### src/xfer_pkg.sv
package xfer_pkg;
  // ----------------------------------------
  // Register field codes
  // ----------------------------------------
  localparam logic [2:0] REG_B   = 3'h0;
  localparam logic [2:0] REG_C   = 3'h1;
  localparam logic [2:0] REG_D   = 3'h2;
  localparam logic [2:0] REG_E   = 3'h3;
  localparam logic [2:0] REG_H   = 3'h4;
  localparam logic [2:0] REG_L   = 3'h5;
  localparam logic [2:0] REG_MEM = 3'h6;
  localparam logic [2:0] REG_A   = 3'h7;
  localparam logic [1:0] PAIR_BC = 2'h0;
  localparam logic [1:0] PAIR_DE = 2'h1;
  localparam logic [1:0] PAIR_HL = 2'h2;
  localparam logic [1:0] PAIR_SP = 2'h3;
  // ----------------------------------------
  // Opcodes
  // ----------------------------------------
  localparam logic [7:0] OP_IMM_MEM  = 8'h36;
  localparam logic [7:0] OP_DIR_LD   = 8'h3A;
  localparam logic [7:0] OP_DIR_ST   = 8'h32;
  localparam logic [7:0] OP_HL_LD    = 8'h2A;
  localparam logic [7:0] OP_HL_ST    = 8'h22;
  localparam logic [7:0] OP_STOP     = 8'h76;
  localparam logic [1:0] GRP_MOVE    = 2'h1;
  localparam logic [1:0] GRP_LOW     = 2'h0;
  localparam logic [2:0] LOW_IMM     = 3'h6;
  localparam logic [3:0] LOW_PAIR    = 4'h1;
  localparam logic [3:0] LOW_IND_LD  = 4'hA;
  localparam logic [3:0] LOW_IND_ST  = 4'h2;
  // ----------------------------------------
  // State counts per instruction
  // ----------------------------------------
  localparam logic [3:0] ST_MOVE_RR  = 4'h5;
  localparam logic [3:0] ST_TWO_CYC  = 4'h7;
  localparam logic [3:0] ST_THREE    = 4'hA;
  localparam logic [3:0] ST_FOUR     = 4'hD;
  localparam logic [3:0] ST_SHL      = 4'h0;
  localparam logic [3:0] ST_LHL_5CYC = 4'h0;
  localparam logic [4:0] ST_HL_DIR   = 5'h10;
  // Flag bit positions
  localparam int FL_CARRY = 0;
  localparam int FL_PAR   = 2;
  localparam int FL_AUX   = 4;
  localparam int FL_ZERO  = 6;
  localparam int FL_SIGN  = 7;
endpackage
### src/data_xfer_core.sv
`timescale 1ns/1ns
// Contract
// - Five single-bit flags, set one, reset zero
// - Zero flag set when result is zero
// - Sign flag copies result top bit
// - Parity flag set on even parity
// - Carry flag set on carry or borrow
// - Aux carry set on bit 3 carry
// - Aux carry updated by single-byte arithmetic, logic
// - Register field: 111 A, 000..101 B..L
// - Pair field: BC, DE, HL, stack pointer
// - Data transfers never alter any flag
// - Register move copies source, five states
// - Memory load via HL, seven states
// - Memory store writes register via HL
// - Immediate move loads byte two, seven states
// - Immediate to memory via HL, ten states
// - Pair immediate: byte three high, two low
// - Direct accumulator load, thirteen states
// - Direct accumulator store, thirteen states
// - Direct HL load: L then H
// - Direct HL store: L then H
// - Indirect accumulator load, BC or DE only
// - Indirect accumulator store, BC or DE only
module data_xfer_core
  import xfer_pkg::*;
(
  // Clock and reset
  input  wire logic        clk_sys,
  input  wire logic        rstn,
  // Instruction start: opcode taken when start and idle
  input  wire logic        start,
  input  wire logic [7:0]  opcode,
  output logic             busy,
  output logic             done,
  output logic             illegal,
  // Memory port, byte wide, read data in the same cycle
  output logic [15:0]      mem_addr,
  output logic             mem_rd,
  output logic             mem_wr,
  output logic [7:0]       mem_wdata,
  input  wire logic [7:0]  mem_rdata,
  // Flag update request from the arithmetic side
  input  wire logic        alu_req,
  input  wire logic [7:0]  alu_a,
  input  wire logic [7:0]  alu_b,
  input  wire logic [1:0]  alu_op,
  input  wire logic [4:0]  alu_mask,
  // Visible state
  output logic [7:0]       flags,
  output logic [7:0]       acc,
  output logic [15:0]      pair_bc,
  output logic [15:0]      pair_de,
  output logic [15:0]      pair_hl,
  output logic [15:0]      stack_pointer,
  output logic [3:0]       states
);
  // ----------------------------------------
  // Reset release
  // ----------------------------------------
  logic rst_q1_ff, rst_q2_ff;
  always_ff @(posedge clk_sys or negedge rstn) begin
    if (!rstn) begin
      rst_q1_ff <= 1'b0;
      rst_q2_ff <= 1'b0;
    end else begin
      rst_q1_ff <= 1'b1;
      rst_q2_ff <= rst_q1_ff;
    end
  end
  wire rst_n = rst_q2_ff;

  // ----------------------------------------
  // Register file and decode
  // ----------------------------------------
  typedef enum logic [2:0] {S_IDLE, S_B2, S_B3, S_MEM1, S_MEM2, S_DONE} state_t;
  state_t      st_ff;
  logic [7:0]  rf_ff [8];                     // Index 6 unused: memory operand
  logic [7:0]  op_ff, b2_ff, b3_ff;
  logic [15:0] stk_ff;
  logic [7:0]  flags_ff;
  logic [3:0]  states_ff;

  // Register field read; 110 is never a register
  function automatic logic [7:0] rd_reg(input logic [2:0] f, input logic [7:0] r [8]);
    return (f == REG_MEM) ? 8'h00 : r[f];
  endfunction

  wire [1:0]  grp      = op_ff[7:6];
  wire [2:0]  dest_reg_field = op_ff[5:3];
  wire [2:0]  src_reg_field  = op_ff[2:0];
  wire [1:0]  pair_select_field = op_ff[5:4];
  wire [15:0] hl_addr  = {rf_ff[REG_H], rf_ff[REG_L]};
  wire [15:0] dir_addr = {b3_ff, b2_ff};
  wire        is_move  = grp == GRP_MOVE && op_ff != OP_STOP;
  wire        mv_load  = is_move && src_reg_field == REG_MEM;
  wire        mv_store = is_move && dest_reg_field == REG_MEM;
  wire        is_imm   = grp == GRP_LOW && src_reg_field == LOW_IMM;
  wire        is_pair_imm = grp == GRP_LOW && op_ff[3:0] == LOW_PAIR;
  wire        is_ind_ld = grp == GRP_LOW && op_ff[3:0] == LOW_IND_LD && !op_ff[5];
  wire        is_ind_st = grp == GRP_LOW && op_ff[3:0] == LOW_IND_ST && !op_ff[5];
  wire        is_dir_ld = op_ff == OP_DIR_LD;
  wire        is_dir_st = op_ff == OP_DIR_ST;
  wire        is_hl_ld  = op_ff == OP_HL_LD;
  wire        is_hl_st  = op_ff == OP_HL_ST;
  wire        need_b2  = is_imm | is_pair_imm | is_dir_ld | is_dir_st | is_hl_ld | is_hl_st;
  wire        need_b3  = is_pair_imm | is_dir_ld | is_dir_st | is_hl_ld | is_hl_st;
  wire        need_mem = mv_load | mv_store | (is_imm && dest_reg_field == REG_MEM)
                         | is_ind_ld | is_ind_st | is_dir_ld | is_dir_st | is_hl_ld | is_hl_st;
  wire        valid_op = is_move | need_b2 | is_ind_ld | is_ind_st;
  wire [15:0] ind_addr = pair_select_field == PAIR_BC
                         ? {rf_ff[REG_B], rf_ff[REG_C]} : {rf_ff[REG_D], rf_ff[REG_E]};
  wire        mem_is_wr = mv_store | is_imm | is_ind_st | is_dir_st | is_hl_st;

  // State counts per form
  wire [3:0] st_count = (is_dir_ld | is_dir_st) ? ST_FOUR :
                        (is_pair_imm | (is_imm && dest_reg_field == REG_MEM)) ? ST_THREE :
                        (mv_load | mv_store | is_imm | is_ind_ld | is_ind_st) ? ST_TWO_CYC :
                        (is_hl_ld | is_hl_st) ? ST_HL_DIR[3:0] : ST_MOVE_RR;

  // ----------------------------------------
  // Memory port decode
  // ----------------------------------------
  wire        in_mem   = st_ff == S_MEM1 || st_ff == S_MEM2;
  wire        second   = st_ff == S_MEM2;
  wire [15:0] base_addr = (is_ind_ld | is_ind_st) ? ind_addr :
                          (is_dir_ld | is_dir_st | is_hl_ld | is_hl_st) ? dir_addr : hl_addr;
  wire [15:0] cur_addr = base_addr + {15'h0000, second};
  wire [7:0]  wr_byte  = is_imm ? b2_ff :
                         (is_dir_st | is_ind_st) ? rf_ff[REG_A] :
                         is_hl_st ? (second ? rf_ff[REG_H] : rf_ff[REG_L]) :
                         rd_reg(src_reg_field, rf_ff);
  wire        two_mem  = is_hl_ld | is_hl_st;

  assign mem_addr  = cur_addr;
  assign mem_rd    = in_mem && !mem_is_wr;
  assign mem_wr    = in_mem && mem_is_wr;
  assign mem_wdata = wr_byte;

  // ----------------------------------------
  // Sequencer
  // ----------------------------------------
  state_t nxt_st;
  always_comb begin
    nxt_st = st_ff;
    case (st_ff)
      S_IDLE: nxt_st = start ? S_B2 : S_IDLE;
      S_B2:   nxt_st = !valid_op ? S_DONE : need_b3 ? S_B3 : need_mem ? S_MEM1 : S_DONE;
      S_B3:   nxt_st = need_mem ? S_MEM1 : S_DONE;
      S_MEM1: nxt_st = two_mem ? S_MEM2 : S_DONE;
      S_MEM2: nxt_st = S_DONE;
      S_DONE: nxt_st = S_IDLE;
      default: nxt_st = S_IDLE;
    endcase
  end

  // Operand bytes arrive on mem_rdata in the fetch states
  always_ff @(posedge clk_sys or negedge rst_n) begin
    if (!rst_n) begin
      st_ff <= S_IDLE;
      op_ff <= 8'h00;
      b2_ff <= 8'h00;
      b3_ff <= 8'h00;
      states_ff <= 4'h0;
    end else begin
      st_ff <= nxt_st;
      if (st_ff == S_IDLE && start) op_ff <= opcode;
      if (st_ff == S_B2 && need_b2) b2_ff <= mem_rdata;
      if (st_ff == S_B3) b3_ff <= mem_rdata;
      if (st_ff == S_B2) states_ff <= st_count;
    end
  end

  // Register writes; loads take data present in the memory state
  always_ff @(posedge clk_sys or negedge rst_n) begin
    if (!rst_n) begin
      for (int i = 0; i < 8; i++) rf_ff[i] <= 8'h00;
      stk_ff <= 16'h0000;
    end else if (st_ff == S_DONE || in_mem) begin
      if (in_mem && mv_load) rf_ff[dest_reg_field] <= mem_rdata;
      if (in_mem && (is_dir_ld | is_ind_ld)) rf_ff[REG_A] <= mem_rdata;
      if (in_mem && is_hl_ld) rf_ff[second ? REG_H : REG_L] <= mem_rdata;
      if (st_ff == S_DONE && is_move && !mv_load && !mv_store)
        rf_ff[dest_reg_field] <= rd_reg(src_reg_field, rf_ff);
      if (st_ff == S_DONE && is_imm && dest_reg_field != REG_MEM)
        rf_ff[dest_reg_field] <= b2_ff;
      if (st_ff == S_DONE && is_pair_imm) begin
        case (pair_select_field)
          PAIR_BC: begin rf_ff[REG_B] <= b3_ff; rf_ff[REG_C] <= b2_ff; end
          PAIR_DE: begin rf_ff[REG_D] <= b3_ff; rf_ff[REG_E] <= b2_ff; end
          PAIR_HL: begin rf_ff[REG_H] <= b3_ff; rf_ff[REG_L] <= b2_ff; end
          default: stk_ff <= {b3_ff, b2_ff};
        endcase
      end
    end
  end

  // ----------------------------------------
  // Flags: only the arithmetic side updates them
  // ----------------------------------------
  wire [8:0] sum9  = alu_op[0] ? {1'b0, alu_a} - {1'b0, alu_b} : {1'b0, alu_a} + {1'b0, alu_b};
  // Subtraction adds the complement, so bit 4 is the true carry out of bit 3
  wire [4:0] nib5  = alu_op[0] ? {1'b0, alu_a[3:0]} + {1'b0, ~alu_b[3:0]} + 5'h01
                               : {1'b0, alu_a[3:0]} + {1'b0, alu_b[3:0]};
  wire [7:0] res   = alu_op[1] ? (alu_a & alu_b) : sum9[7:0];
  wire [7:0] calc;
  assign calc[FL_ZERO]  = res == 8'h00;
  assign calc[FL_SIGN]  = res[7];
  assign calc[FL_PAR]   = ~^res;
  assign calc[FL_CARRY] = alu_op[1] ? 1'b0 : sum9[8];
  assign calc[FL_AUX]   = alu_op[1] ? 1'b0 : nib5[4];
  assign calc[5] = 1'b0;
  assign calc[3] = 1'b0;
  assign calc[1] = 1'b1;
  // Mask bits placed at the flag positions: sign, zero, aux, parity, carry
  wire [7:0] upd_mask = {alu_mask[3], alu_mask[3], 1'b0, alu_mask[4], 1'b0, alu_mask[2],
                         1'b0, alu_mask[0]};

  // Flag write ignores instruction sequencing entirely
  always_ff @(posedge clk_sys or negedge rst_n) begin
    if (!rst_n) flags_ff <= 8'h02;
    else if (alu_req) flags_ff <= (flags_ff & ~upd_mask) | (calc & upd_mask);
  end

  assign busy    = st_ff != S_IDLE;
  assign done    = st_ff == S_DONE;
  assign illegal = st_ff == S_DONE && !valid_op;
  assign flags   = flags_ff;
  assign acc     = rf_ff[REG_A];
  assign pair_bc = {rf_ff[REG_B], rf_ff[REG_C]};
  assign pair_de = {rf_ff[REG_D], rf_ff[REG_E]};
  assign pair_hl = hl_addr;
  assign stack_pointer = stk_ff;
  assign states  = states_ff;

  // ----------------------------------------
  // Checks
  // ----------------------------------------
  a_flags_hold: assert property (@(posedge clk_sys) disable iff (!rst_n)
    !alu_req |=> flags_ff == $past(flags_ff)) else $error("flags moved");
  a_zero_calc: assert property (@(posedge clk_sys) disable iff (!rst_n)
    alu_req && alu_mask[3] |=> flags_ff[FL_ZERO] == ($past(res) == 8'h00))
    else $error("zero flag wrong");
  a_move_states: assert property (@(posedge clk_sys) disable iff (!rst_n)
    st_ff == S_B2 && is_move && !mv_load && !mv_store |=> states_ff == ST_MOVE_RR)
    else $error("move states wrong");
  a_dir_states: assert property (@(posedge clk_sys) disable iff (!rst_n)
    st_ff == S_B2 && is_dir_ld |=> states_ff == ST_FOUR) else $error("direct states wrong");
  a_hl_order: assert property (@(posedge clk_sys) disable iff (!rst_n)
    st_ff == S_MEM1 && is_hl_st |=> mem_addr == $past(mem_addr) + 16'h0001 && mem_wr)
    else $error("hl store order wrong");
  a_store_data: assert property (@(posedge clk_sys) disable iff (!rst_n)
    mem_wr && is_ind_st |-> mem_wdata == rf_ff[REG_A]) else $error("indirect data wrong");
  a_imm_mem: assert property (@(posedge clk_sys) disable iff (!rst_n)
    mem_wr && is_imm |-> mem_wdata == b2_ff && mem_addr == hl_addr)
    else $error("immediate store wrong");
  a_done_seq: assert property (@(posedge clk_sys) disable iff (!rst_n)
    st_ff == S_IDLE && start |-> ##[2:5] done) else $error("no done");

  // ----------------------------------------
  // Flag result checks, worked out apart from the update path
  // ----------------------------------------
  a_sign_calc: assert property (@(posedge clk_sys) disable iff (!rst_n)
    alu_req && alu_mask[3] |=> flags_ff[FL_SIGN] == $past(res[7]))
    else $error("sign flag wrong");
  a_par_calc: assert property (@(posedge clk_sys) disable iff (!rst_n)
    alu_req && alu_mask[2] |=> flags_ff[FL_PAR] == ~^$past(res))
    else $error("parity flag wrong");
  a_carry_add: assert property (@(posedge clk_sys) disable iff (!rst_n)
    alu_req && alu_mask[0] && alu_op == 2'b00
    |=> flags_ff[FL_CARRY] == ($past({1'b0, alu_a} + {1'b0, alu_b}) > 9'h0ff))
    else $error("carry flag wrong");
  a_aux_add: assert property (@(posedge clk_sys) disable iff (!rst_n)
    alu_req && alu_mask[4] && alu_op == 2'b00
    |=> flags_ff[FL_AUX] == ($past({1'b0, alu_a[3:0]} + {1'b0, alu_b[3:0]}) > 5'h0f))
    else $error("aux carry wrong");

  // ----------------------------------------
  // Transfer checks: addresses, data and state counts
  // ----------------------------------------
  a_load_hl: assert property (@(posedge clk_sys) disable iff (!rst_n)
    st_ff == S_MEM1 && mv_load |-> mem_rd && mem_addr == hl_addr)
    else $error("memory load address wrong");
  a_store_hl: assert property (@(posedge clk_sys) disable iff (!rst_n)
    st_ff == S_MEM1 && mv_store |-> mem_wr && mem_addr == hl_addr)
    else $error("memory store address wrong");
  a_pair_stack: assert property (@(posedge clk_sys) disable iff (!rst_n)
    st_ff == S_DONE && is_pair_imm && pair_select_field == PAIR_SP
    |=> stk_ff == $past({b3_ff, b2_ff})) else $error("stack pointer load wrong");
  a_hl_high: assert property (@(posedge clk_sys) disable iff (!rst_n)
    st_ff == S_MEM2 && is_hl_ld |=> rf_ff[REG_H] == $past(mem_rdata))
    else $error("hl load high byte wrong");
  a_ind_addr: assert property (@(posedge clk_sys) disable iff (!rst_n)
    in_mem && is_ind_ld && pair_select_field == PAIR_DE
    |-> mem_rd && mem_addr == {rf_ff[REG_D], rf_ff[REG_E]}) else $error("indirect address");
  a_load_states: assert property (@(posedge clk_sys) disable iff (!rst_n)
    st_ff == S_B2 && mv_load |=> states_ff == ST_TWO_CYC) else $error("load states wrong");
  a_imm_states: assert property (@(posedge clk_sys) disable iff (!rst_n)
    st_ff == S_B2 && is_imm && dest_reg_field != REG_MEM |=> states_ff == ST_TWO_CYC)
    else $error("immediate states wrong");
  a_immem_states: assert property (@(posedge clk_sys) disable iff (!rst_n)
    st_ff == S_B2 && is_imm && dest_reg_field == REG_MEM |=> states_ff == ST_THREE)
    else $error("immediate store states wrong");
  a_pair_states: assert property (@(posedge clk_sys) disable iff (!rst_n)
    st_ff == S_B2 && is_pair_imm |=> states_ff == ST_THREE)
    else $error("pair load states wrong");
  a_store_states: assert property (@(posedge clk_sys) disable iff (!rst_n)
    st_ff == S_B2 && is_dir_st |=> states_ff == ST_FOUR)
    else $error("direct store states wrong");

  // Main scenarios reached
  c_move: cover property (@(posedge clk_sys) done && is_move);
  c_hl_load: cover property (@(posedge clk_sys) done && is_hl_ld);
  c_pair_imm: cover property (@(posedge clk_sys) done && is_pair_imm);
  c_illegal: cover property (@(posedge clk_sys) done && illegal);
endmodule

### config.mk
export PLATFORM = sky130hd
export DESIGN_NAME = data_xfer_core
export DESIGN_NICKNAME = d
export VERILOG_FILES = /design/src/xfer_pkg.sv /design/src/data_xfer_core.sv
export SDC_FILE = /design/constraint.sdc
export NUM_CORES = 1
export LEC_CHECK = 0
export ABC_CLOCK_PERIOD_IN_PS = 4500
export BUFFER_PORTS_ARGS = -buffer_cell sky130_fd_sc_hd__buf_4
export CORE_MARGIN = 2
export CORE_UTILIZATION = 30
export CTS_CLUSTER_SIZE = 30
export DETAILED_ROUTE_END_ITERATION = 8
export SYNTH_ARGS = -nofsm -noshare
export SYNTH_HDL_FRONTEND = slang
export SYNTH_SLANG_ARGS = --single-unit
export TNS_END_PERCENT = 10
### constraint.sdc
create_clock -name clk_sys -period 4.5 [get_ports clk_sys]
set_input_delay 0.45 -clock clk_sys [delete_from_list [all_inputs] [get_ports clk_sys]]
set_output_delay 0.45 -clock clk_sys [all_outputs]
set_load 0.01 [all_outputs]
-- Yosys cells after proc, flatten, opt, wreduce, memory -nomap -nowiden
Cells that the tools add are included.
- logic and storage cells: 181
- register bits: 121
- output and inout port bits: 113
- input port bits: 43
- reductions and logical operators: 41
- add/sub/neg operators: 6
- order comparisons: 5
- eq/ne operators: 19
- bitwise logic cells: 45
- muxes and demuxes: 48
- operator list (cell ; number):
    64-bit 2-to-1 mux ; 7
    64-bit bitwise mux ; 4
    16-bit 2-to-1 mux ; 6
    8-bit 2-to-1 mux ; 12
    8-bit demux with 3-bit select ; 2
    48-bit 2-to-1 mux ; 1
    1-bit bitwise OR ; 35
    8-bit by 6-bit == test with 1-bit output (second input constant) ; 4
    1-bit logical AND ; 26
    8-bit bitwise AND ; 3
    8-bit binary-select mux with 3-bit select ; 1
    16-bit by 1-bit adder with 16-bit output ; 1
    3-bit 2-to-1 mux ; 5
    3-bit one-hot mux with 5 select lines ; 1
    3-bit == test (second input constant) ; 4
    4-bit >= comparator (second input constant) ; 3
    3-bit NOT with 4-bit output ; 3
    4-bit by 4-bit adder with 5-bit output ; 2
    8-bit by 8-bit adder with 9-bit output ; 1
    9-bit 2-to-1 mux ; 1
    8-bit by 8-bit subtractor with 9-bit output ; 1
    8-bit zero test ; 1
    4-bit by 1-bit < comparator with 1-bit output (second input constant) ; 2
    4-bit 2-to-1 mux ; 2
    24 further kinds ; 36

-- Logic depth before layout (Yosys ltp)
Gate-level depths: netlist (run 1).
- depth after elaboration: 20
- depth in mapped cells: 16
- gate-level depth less buffers: 16

-- Worst setup path before layout (run 1)
No wires, ideal clock.
- path kind: reg-to-output
- start point: reg op_ff[7]
- end point: out mem_addr[6]
- data arrival time: 3144 ps
- path slack: 906 ps
- path buffers: 3
- data required time: 4050 ps
- stages on the path, launching flop included: 15
- cell sequence: dfrtp_1 > buf_6 > nor4b_2 > nand2_2 > clkbuf_1 > clkbuf_1 > o21ai_0 > ha_1 > ha_1 > nand3_1 > o32ai_1 > and2_1 > nand2_1 > xor2_1 > mux2i_1
- longest elaborated chain between the ends: 7
- elaborated cells between the ends (all ways): 16
- those cells by class: add/sub: 1; eq/ne: 4; mux: 2; bitwise: 4; reduce/logical: 5
- ends and longest elaborated chain (element ; line ; text):
    start, declared ; data_xfer_core.sv:79 ; logic [7:0] op_ff, b2_ff, b3_ff;
    start signal, assigned ; data_xfer_core.sv:167 ; if (st_ff == S_IDLE && start) op_ff <= opcode;
    8-bit by 6-bit == test with 1-bit output (on tied branches) ; data_xfer_core.sv:102, data_xfer_core.sv:103 ;
    1-bit bitwise OR (3 in a row) ; data_xfer_core.sv:127 ; (is_dir_ld | is_dir_st | is_hl_ld | is_hl_st) ? dir_addr : hl_addr;
    16-bit 2-to-1 mux ; data_xfer_core.sv:127 ;
    16-bit 2-to-1 mux (*) ; data_xfer_core.sv:126 ; wire [15:0] base_addr = (is_ind_ld | is_ind_st) ? ind_addr :
    16-bit by 1-bit adder with 16-bit output (*) ; data_xfer_core.sv:128 ; wire [15:0] cur_addr = base_addr + {15'h0000, second};
    end, declared ; data_xfer_core.sv:38 ; output logic [15:0] mem_addr,
Every way passes the cells marked *; elsewhere a longest branch is shown, timed or not.

-- Worst setup path in the final report (run 1)
- start point: reg op_ff[7]
- end point: out mem_addr[12]
Same word-level chain as after synthesis.

==> summary.txt, run 1 <==
Detailed routing
  • Pre-antenna DRT Iters: 6
  • Post-route ant nets: 0
  • DRT iter0 DRCs: 903
  • Mean number of vias per cell: 5.61
  • DR vias: 8350
  • WL/cell: 23.4 µm
  • DRC: 0
  • WL final: 34.7 mm

Floorplan
  • Die Y: 177 µm
  • Floorplan die width: 177 µm
  • Num rows: 63
  • Num ports: 156
  • Initial Util: 30.3%
  • Die area: 31300 µm²
  • Total core area: 29600 µm²

Timing
  • Maximum clock frequency: 241 MHz
  • Final Max Tran Viols: 0
  • Hold Fails Final Rpt: 0
  • Minimum clock period: 4.14 ns
  • Slew @ Worst Pin: 1.21 ns
  • Final setup fails: 0
  • Slew headroom: 18.6%
  • TNS Setup: 0 ns
  • Layout Skew: 0.0129 ns
  • Final period utilization: 92.1%
  • RSZ-0062 raised after global routing: false

GRT
  • Largest net degree at the start of global routing: 61
  • Vias in the first global route: 7924
  • First-pass GRT wire length: 51.1 mm
  • GRT overflow: 0
  • Initial antenna violation count: 0
  • Total track usage: 22.0%

Logic synthesis
  • Synth top cells by count: nand2_1, dfrtp_1, o21ai_0
  • Register area share after synthesis: 30.4%
  • Post-synth EDFFs: 0
  • Yosys top cell by area: dfrtp_1
  • Cell Area, Synth: 8970 µm²
  • Synth Area per Inst: 8.72 µm²
  • Top cell type's share of synthesized area: 30.4%
  • Count leader, synth: nand2_1
  • Top_reg_cell synth: dfrtp_1
  • #FFs+latches synth: 109
  • Yosys cell types: 73
  • Ys async rst share: 100%
  • Top cells by area, synth: dfrtp_1, mux2i_1, mux2_2, o21ai_0, buf_4
  • Syn Inst Count: 1028
  • Syn. warnings: 0

Critical path
  • CP endpoint kind: output pin
  • WP data arrival: 3.69 ns
  • R2R depth: 6
  • CP max-delay cell: dfrtp_1
  • Critical path required time: 4.05 ns
  • R2R Path End: acc[1]$_DFFE_PN0P_
  • Startpoint types: register
  • Crit-path cells: nor4b_2 -> nand2_2 -> o21ai_0 -> ha_1 -> ha_1 -> nand3_1 -> o32ai_1 -> buf_4 -> nor4b_2 -> xor2_1 -> mux2i_1 -> buf_4
  • Worst setup path endpoint: mem_addr[12]
  • CP max FO: 14
  • Reg-to-Reg Start: op_ff[3]$_DFFE_PN0P_
  • Flop2flop setup slack: 1.17 ns
  • Setup CP Type: register to output pin
  • Crit. Startpoint: op_ff[7]$_DFFE_PN0P_
  • CP peak stage delay: 0.50 ns

Power and ir drop
  • Sw frac: 50.7%
  • Pint: 0.00358 W
  • Pwr Density: 696 nW/µm²
  • Flop pwr share: 28.3%
  • Combinational share of power: 59.7%
  • Cell leakage power: 4.17 nW
  • Max VDD drop: 218 µV
  • Switching Power: 0.00368 W
  • Clk pwr share: 12.0%

Clock tree
  • Post-CTS sizing: 0
  • Max Root-Sink Buffers: 2
  • Hold buffer count at cts: 1
  • Post-CTS Setup Bufs: 0
  • Clock root cell: clkbuf_16
  • Htree depth: 3
  • Clock latency on the worst-skew pair: 0.37 ns
  • CTS tree: built
  • Cts bufs inserted: 9
  • Clock sink count: 109
  • Clk slew on worst S/H paths: 0.08 ns

Layout
  • Area delta synth->final: 16.2%
  • Layout cells sized above 1: 27.2%
  • Fillers: 3031
  • Nets: 1159
  • Final instance area: 10400 µm²
  • # diodes: 0

Placed design
  • DP HPWL: 25.4 mm
  • Placement Cell Area: 10100 µm²
  • Buffers on Ports: 151
  • Gpl congestion: 0.975

Job
  • Max-Cap Viols: 0

Worst hold path
  • Hold Crit Class: primary input to register
  • Min-delay src: alu_mask[3]

Outcome
  • Status: finished, final reports clean
worst min path at each step:
stage,slack [ns],to,cells after the start
6_report,0.27,register,2
5_1_grt,0.28,register,2
4_1_cts,0.27,register,2
3_5_place_dp,0.23,rst_q1_ff$_DFF_PN0_,1
3_3_place_gp,0.23,rst_q1_ff$_DFF_PN0_,1
2_1_floorplan,0.15,rst_n$_DFF_PN0_,0
state kept, by name (all words and copies together), names as in the netlist, named ones only:
name / cells
b2_ff: 8
rst_n: 1
pair_hl: 16
pair_bc: 16
stack_pointer: 16
op_ff: 8
states: 3
b3_ff: 8
rst_q1_ff: 1
pair_de: 16
acc: 8
st_ff: 3
critical path: cells and delay by family (launching register included):
family / cells / cell delay (ns)
fa+ha+maj: 2 / 0.51
buf+inv: 2 / 0.39
xor+xnor: 1 / 0.11
mux: 1 / 0.30
compound gates: 2 / 0.59
simple gates: 4 / 0.92
flops: 1 / 0.50
logic make-up after synthesis:
| family | count (synthesis) | share of synthesized area (%) |
|---|---|---|
| simple gates | 291 | 15.9 |
| compound gates | 262 | 18.9 |
| buf+inv | 158 | 9.50 |
| mux | 153 | 19.0 |
| flops | 109 | 30.4 |
| xor+xnor | 30 | 2.93 |
| fa+ha+maj | 23 | 3.29 |
| other cells | 2 | 0.0838 |
per-stage QoR:
| step | setup WS [ns] | hold slack [ns] | utilization, % | std cells | power [W] |
|---|---|---|---|---|---|
| detailed placement | 0.801 | 0.235 | 34.1 | 1471 | 0.00627 |
| global route | 0.138 | 0.279 | 35.2 | 1488 | 0.00764 |
| global placement | 0.817 | 0.233 | 34.1 | 1471 | 0.00623 |
| finish | 0.357 | 0.274 | 35.2 | 1488 | 0.00725 |
| floorplan | 0.906 | 0.154 | - | 1030 | 0.00448 |
| CTS | 0.392 | 0.266 | 35.2 | 1488 | 0.00716 |
metal layers:
layer | global-route usage, % | wire, µm | share of wire (%) | up-vias
met2 | 33.6 | 15300 | 44 | 468
li1 | - | - | - | 3766
met4 | 9.40 | 1470 | 4.2 | 0
met1 | 29.7 | 14500 | 42 | 4044
met5 | 0 | 0 | 0 | -
met3 | 5.07 | 3480 | 10 | 72
final cells by class:
type                    instances  area [µm²]  share of cell area [%]
flip-flops and latches        109        2730                    26.2
well taps                     390         488                    4.69
repair buffers                184        1380                    13.3
clock buffers                  10         229                    2.20
multi-input cells             763        5400                    51.9
clock inverters                 6        82.6                   0.793
inverters                      26        97.6                   0.937
layout by cell type (no fill, tap or decap), types with 4 or more instances in the layout:
cell	Yosys	routed
a211oi_2	8	8
a21oi_1	42	42
a221o_1	10	10
a221oi_1	16	16
a22oi_1	16	16
a31oi_1	4	4
and3_1	5	5
and3b_1	4	4
buf_4	61	183
clkbuf_16	0	9
conb_1	2	4
dfrtp_1	109	108
ha_1	22	22
inv_1	24	24
mux2_2	55	55
mux2i_1	90	90
mux4_2	8	8
nand2_1	121	121
nand2b_1	7	7
nand3_1	13	13
nand4_1	4	4
nor2_1	79	79
nor2b_1	11	11
nor3_1	13	13
nor3_2	4	4
o21ai_0	108	108
o21ai_1	12	11
o22ai_1	17	17
xnor2_1	21	21
xor2_1	9	9
power by group through the flow:
stage / sequential (W) / clock [W] / combinational, W
after floorplan: 0.00165 / 0 / 0.00284
after global placement: 0.00204 / 0 / 0.00420
after detailed placement: 0.00204 / 0 / 0.00423
after CTS: 0.00202 / 0.000889 / 0.00424
after global routing: 0.00209 / 0.000929 / 0.00462
final: 0.00205 / 0.000872 / 0.00433
Note: power is estimated with default switching activity, not from simulation.
==> run 2: changes to the inputs <==
--- a/config.mk
+++ b/config.mk
@@ -7,10 +7,13 @@
 export LEC_CHECK = 0
 export ABC_CLOCK_PERIOD_IN_PS = 4500
 export BUFFER_PORTS_ARGS = -buffer_cell sky130_fd_sc_hd__buf_4
+export CELL_PAD_IN_SITES_DETAIL_PLACEMENT = 1
+export CELL_PAD_IN_SITES_GLOBAL_PLACEMENT = 2
 export CORE_MARGIN = 2
 export CORE_UTILIZATION = 30
 export CTS_CLUSTER_SIZE = 30
 export DETAILED_ROUTE_END_ITERATION = 8
+export PLACE_DENSITY_LB_ADDON = 0.1
 export SYNTH_ARGS = -nofsm -noshare
 export SYNTH_HDL_FRONTEND = slang
 export SYNTH_SLANG_ARGS = --single-unit
==> run 2 against run 1 <==
Non-clock buffer count rose by 7. First-iteration DRC count fell by 38%. Clock skew barely moved. Via count fell by 2.1%. Register-to-register slack got worse by 0.13 ns. Final cell count rose by 0.54%. Count of clock-buffer cells in the layout did not move. Critical endpoint is now mem_addr[6].
==> summary.txt, run 2 (synthesized netlist as in run 1, its figures left out) <==
Clock tree
  • Clock latency on the worst-skew pair: 0.38 ns
  • Post-CTS sizing: 0
  • Htree depth: 3
  • CTS tree: built
  • Post-CTS Setup Bufs: 0
  • Clk slew on worst S/H paths: 0.09 ns
  • Clock root cell: clkbuf_16
  • Clock sink count: 109
  • Cts bufs inserted: 9
  • Max Root-Sink Buffers: 2
  • Hold buffer count at cts: 1

Timing
  • Final Max Tran Viols: 0
  • Layout Skew: 0.0126 ns
  • Slew @ Worst Pin: 1.09 ns
  • Maximum clock frequency: 249 MHz
  • RSZ-0062 raised after global routing: false
  • Minimum clock period: 4.02 ns
  • Final period utilization: 89.4%
  • Final setup fails: 0
  • Hold Fails Final Rpt: 0
  • Slew headroom: 26.9%
  • TNS Setup: 0 ns

GRT
  • Initial antenna violation count: 1
  • Vias in the first global route: 8283
  • GRT overflow: 0
  • Largest net degree at the start of global routing: 42
  • First-pass GRT wire length: 57.3 mm
  • Total track usage: 25.4%

Floorplan
  • Initial Util: 30.3%
  • Total core area: 29600 µm²
  • Num ports: 156
  • Die area: 31300 µm²
  • Floorplan die width: 177 µm
  • Num rows: 63
  • Die Y: 177 µm

Layout
  • Most frequent cells in the layout: buf_4, nand2_1, o21ai_0, dfrtp_1, mux2i_1
  • Fillers: 3497
  • Nets: 1166
  • Layout cells sized above 1: 27.7%
  • Area delta synth->final: 16.6%
  • Most common cell after layout, fill and taps aside: buf_4

Power and ir drop
  • Pint: 0.00354 W
  • Clk pwr share: 11.7%
  • Flop pwr share: 27.8%
  • Combinational share of power: 60.5%
  • Max VDD drop: 252 µV
  • Pwr Density: 704 nW/µm²
  • Cell leakage power: 4.20 nW
  • Switching Power: 0.00382 W
  • Final Total Pwr: 0.00736 W
  • Sw frac: 51.9%

Critical path
  • Startpoint types: register
  • Reg-to-Reg Start: st_ff[0]$_DFF_PN0_
  • Critical path required time: 4.05 ns
  • Flop2flop setup slack: 1.04 ns
  • Setup CP Type: register to output pin
  • R2R depth: 6
  • R2R Path End: pair_hl[3]$_DFFE_PN0P_
  • WP data arrival: 3.57 ns
  • Crit. Startpoint: op_ff[4]$_DFFE_PN0P_
  • CP max FO: 13
  • CP endpoint kind: output pin
  • Worst setup path endpoint: mem_addr[6]

Detailed routing
  • DR vias: 8178
  • WL/cell: 26.1 µm
  • DRT iter0 DRCs: 564
  • WL final: 39.1 mm
  • Mean number of vias per cell: 5.47
  • Pre-antenna DRT Iters: 5
  • Post-route ant nets: 0
  • DRC: 0

Placed design
  • Buffers on Ports: 151
  • DP HPWL: 28.5 mm
  • Gpl congestion: 0.864

Outcome
  • Status: finished, final reports clean

Job
  • Max-Cap Viols: 0

Worst hold path
  • Hold Crit Class: register to async pin
run 2: final cells by class:
cell class,count,area [µm²],area share (%)
Tap cell,390,488,4.67
Clock buffer,10,229,2.19
Timing Repair Buffer,191,1440,13.7
Sequential cell,109,2730,26.1
Antenna cell,1,2.50,0.0239
Clock inverter,6,70.1,0.670
Multi-Input combinational cell,763,5400,51.7
Inverter,26,97.6,0.933
run 2: metal layers:
metal  GRT usage [%]  up-vias  part of all wire, %
li1                -     3763                    -
met1            36.3     4137                   48
met2            38.9      247                   44
met3            5.67       31                  6.3
met4            5.61        0                  1.5
met5               0        -                    0
run 2: worst min path at each step:
stage,startpoint,endpoint,slack (ns),depth (start not counted)
floorplan,rstn,rst_n$_DFF_PN0_,0.15,0
global placement,rstn,rst_q1_ff$_DFF_PN0_,0.23,1
detailed placement,rstn,rst_q1_ff$_DFF_PN0_,0.23,1
CTS,alu_mask[3],register,0.27,2
global route,alu_mask[3],register,0.27,2
finish,rst_n$_DFF_PN0_,stack_pointer[0]$_DFFE_PN0P_,0.28,0
run 2: per-stage QoR:
stage / utilization [%] / setup slack, ns / hold WS, ns / area [µm²] / cells
final: 35.4 / 0.476 / 0.277 / 10500 / 1496
after global routing: 35.4 / 0.136 / 0.275 / 10500 / 1495
after CTS: 35.4 / 0.475 / 0.267 / 10500 / 1495
after detailed placement: 34.3 / 0.812 / 0.234 / 10100 / 1478
after global placement: 34.3 / 0.862 / 0.233 / 10100 / 1478
after floorplan: - / 0.906 / 0.154 / 8970 / 1030
run 2: power groups by stage:
stage	sequential [W]	combinational (W)	clock [W]
3_5_place_dp	0.00206	0.00442	0
4_1_cts	0.00205	0.00444	0.000887
6_report	0.00205	0.00445	0.000858
5_1_grt	0.00210	0.00477	0.000912
3_3_place_gp	0.00206	0.00440	0
2_1_floorplan	0.00165	0.00284	0
run 2: worst max-delay path: stages (launching register included):
cell	delay (ns)
dfrtp_1	0.71
mux2i_1	0.15
nor2_1	0.10
a21oi_1	0.09
o21ai_0	0.24
ha_1	0.25
ha_1	0.23
nand3_1	0.09
o32ai_1	0.25
buf_4	0.20
and2_1	0.21
nand2_1	0.08
xor2_1	0.16
mux2i_1	0.25
buf_4	0.18
==> run 3: changes to the inputs <==
--- a/config.mk
+++ b/config.mk
@@ -13,6 +13,7 @@
 export CORE_UTILIZATION = 30
 export CTS_CLUSTER_SIZE = 30
 export DETAILED_ROUTE_END_ITERATION = 8
+export HOLD_SLACK_MARGIN = 0.1
 export PLACE_DENSITY_LB_ADDON = 0.1
 export SYNTH_ARGS = -nofsm -noshare
 export SYNTH_HDL_FRONTEND = slang
==> constraint.sdc (replaced) <==
create_clock -name clk_sys -period 4.5 [get_ports clk_sys]
set_input_delay 0.225 -clock clk_sys [delete_from_list [all_inputs] [get_ports clk_sys]]
set_output_delay 0.225 -clock clk_sys [all_outputs]
set_load 0.01 [all_outputs]
==> run 3 against run 2 <==
Via count rose by 0.89%. Sequential power barely moved. Combinational power barely moved. Count of clock-buffer cells in the layout did not move. Critical path depth did not move. Critical endpoint unchanged.
==> summary.txt, run 3 (synthesized netlist as in run 1, its figures left out) <==
Outcome
  • Status: finished, final reports clean

Detailed routing
  • DRC: 0
  • WL final: 39.0 mm
  • Post-route ant nets: 0
  • WL/cell: 25.9 µm
  • DR vias: 8251
  • Mean number of vias per cell: 5.49
  • Pre-antenna DRT Iters: 5
  • DRT iter0 DRCs: 666

Power and ir drop
  • Cell leakage power: 4.23 nW
  • Pwr Density: 698 nW/µm²
  • Max VDD drop: 241 µV

Critical path
  • CP endpoint kind: output pin
  • Setup CP Type: register to output pin
  • WP data arrival: 3.84 ns
  • Critical path required time: 4.28 ns
  • CP max FO: 24
  • Startpoint types: register

Timing
  • TNS Setup: 0 ns
  • Final period utilization: 90.3%
  • Maximum clock frequency: 246 MHz
  • Final setup fails: 0
  • Slew headroom: 27.4%
  • RSZ-0062 raised after global routing: false
  • Hold Fails Final Rpt: 0
  • Layout Skew: 0.0174 ns
  • Slew @ Worst Pin: 1.08 ns
  • Minimum clock period: 4.06 ns
  • Final Max Tran Viols: 0

Clock tree
  • Post-CTS Setup Bufs: 0
  • CTS tree: built
  • Max Root-Sink Buffers: 2
  • Clock root cell: clkbuf_16
  • Clk slew on worst S/H paths: 0.08 ns
  • Htree depth: 3
  • Clock latency on the worst-skew pair: 0.38 ns
  • Clock sink count: 109
  • Cts bufs inserted: 9

Placed design
  • Buffers on Ports: 151
  • DP HPWL: 28.2 mm
  • Gpl congestion: 0.841
  • Placed insts: 1476

Worst hold path
  • Hold Crit Class: primary input to register

Floorplan
  • Die Y: 177 µm
  • Die area: 31300 µm²
  • Num ports: 156
  • Floorplan die width: 177 µm
  • Num rows: 63
  • Initial Util: 30.3%
  • Total core area: 29600 µm²

GRT
  • Vias in the first global route: 8057
  • GRT overflow: 0
  • Initial antenna violation count: 0
  • Largest net degree at the start of global routing: 39
  • Total track usage: 24.9%
  • First-pass GRT wire length: 56.8 mm

Layout
  • # diodes: 0
  • Post-layout util: 35.6%
  • Most frequent cells in the layout: buf_4, nand2_1, o21ai_0, dfrtp_1, mux2i_1
  • Most common cell after layout, fill and taps aside: buf_4
  • Layout cells sized above 1: 27.3%
  • Nets: 1173
  • Area delta synth->final: 17.4%
  • Final cell count without fillers: 1502

Job
  • Max-Cap Viols: 0
-- run 3: cell count changes in the layout (fill, tap and decap cells not counted) --
cell / change
inv_6: -1
clkinv_4: +1
diode_2: -1
dlygate4sd3_1: +9
clkinv_8: -1
inv_8: +1
buf_4: -2
-- run 3: power by group --
part	leakage, nW	switching (W)	internal [W]
clock network	0.144	0.000462	0.000395
logic	2.83	0.00267	0.00180
registers	1.25	0.000682	0.00134
total	4.23	0.00381	0.00353
-- run 3: area by class of cell --
class / instances / area [µm²]
Tap cell: 390 / 488
Multi-Input combinational cell: 763 / 5400
Clock inverter: 6 / 65.1
Timing Repair Buffer: 198 / 1510
Clock buffer: 10 / 229
Sequential cell: 109 / 2730
Fill cell: 3480 / 19000
Inverter: 26 / 97.6
-- run 3: through the flow --
stage	setup slack [ns]	hold WS, ns	cell area (µm²)	total power, W
final	0.437	0.108	10500	0.00734
after global placement	0.904	0.00815	10100	0.00643
after floorplan	1.13	-0.0706	8970	0.00448
after CTS	0.436	0.104	10500	0.00735
after detailed placement	0.853	0.00951	10100	0.00646
after global routing	0.128	0.104	10500	0.00776
-- run 3: path summary, 6_finish.rpt --
path	from	depth (start not counted)	endpoint	slack (ns)
setup / recovery	op_ff[7]$_DFFE_PN0P_	14	mem_addr[6]	0.44
max in group asynchronous	rst_n$_DFF_PN0_	1	pair_hl[11]$_DFFE_PN0P_	3.18
setup reg to reg	st_ff[1]$_DFF_PN0_	6	pair_hl[7]$_DFFE_PN0P_	1.01
hold / removal	opcode[4]	2	op_ff[4]$_DFFE_PN0P_	0.11
min in group asynchronous	rstn	2	rst_n$_DFF_PN0_	0.14
hold reg to reg	rst_n$_DFF_PN0_	0	stack_pointer[0]$_DFFE_PN0P_	0.33
-- run 3: critical path, cell delays in order (launching register included) --
cell and delay, ns:
dfrtp_1 0.51, nor4b_2 0.54, nand2_2 0.08, buf_4 0.24, o21ai_0 0.21, ha_1 0.24
ha_1 0.23, nand3_1 0.09, o32ai_1 0.24, buf_4 0.19, and2_1 0.20, nand2_1 0.08
xor2_1 0.16, mux2i_1 0.26, buf_4 0.18
-- run 3: metal layers --
metal	vias to the layer above	routed length, µm	track usage (%)	share of wire (%)
li1	3784	-	-	-
met3	24	1830	3.07	4.7
met4	0	527	5.30	1.4
met5	-	0	0	0
met2	259	17500	38.4	45
met1	4184	19100	37.2	49
-- run 3: timing repair --
item                      4_1_cts  5_1_grt
resized for setup               0        0
hold endpoints to repair       10        0
hold buffers                   10        0
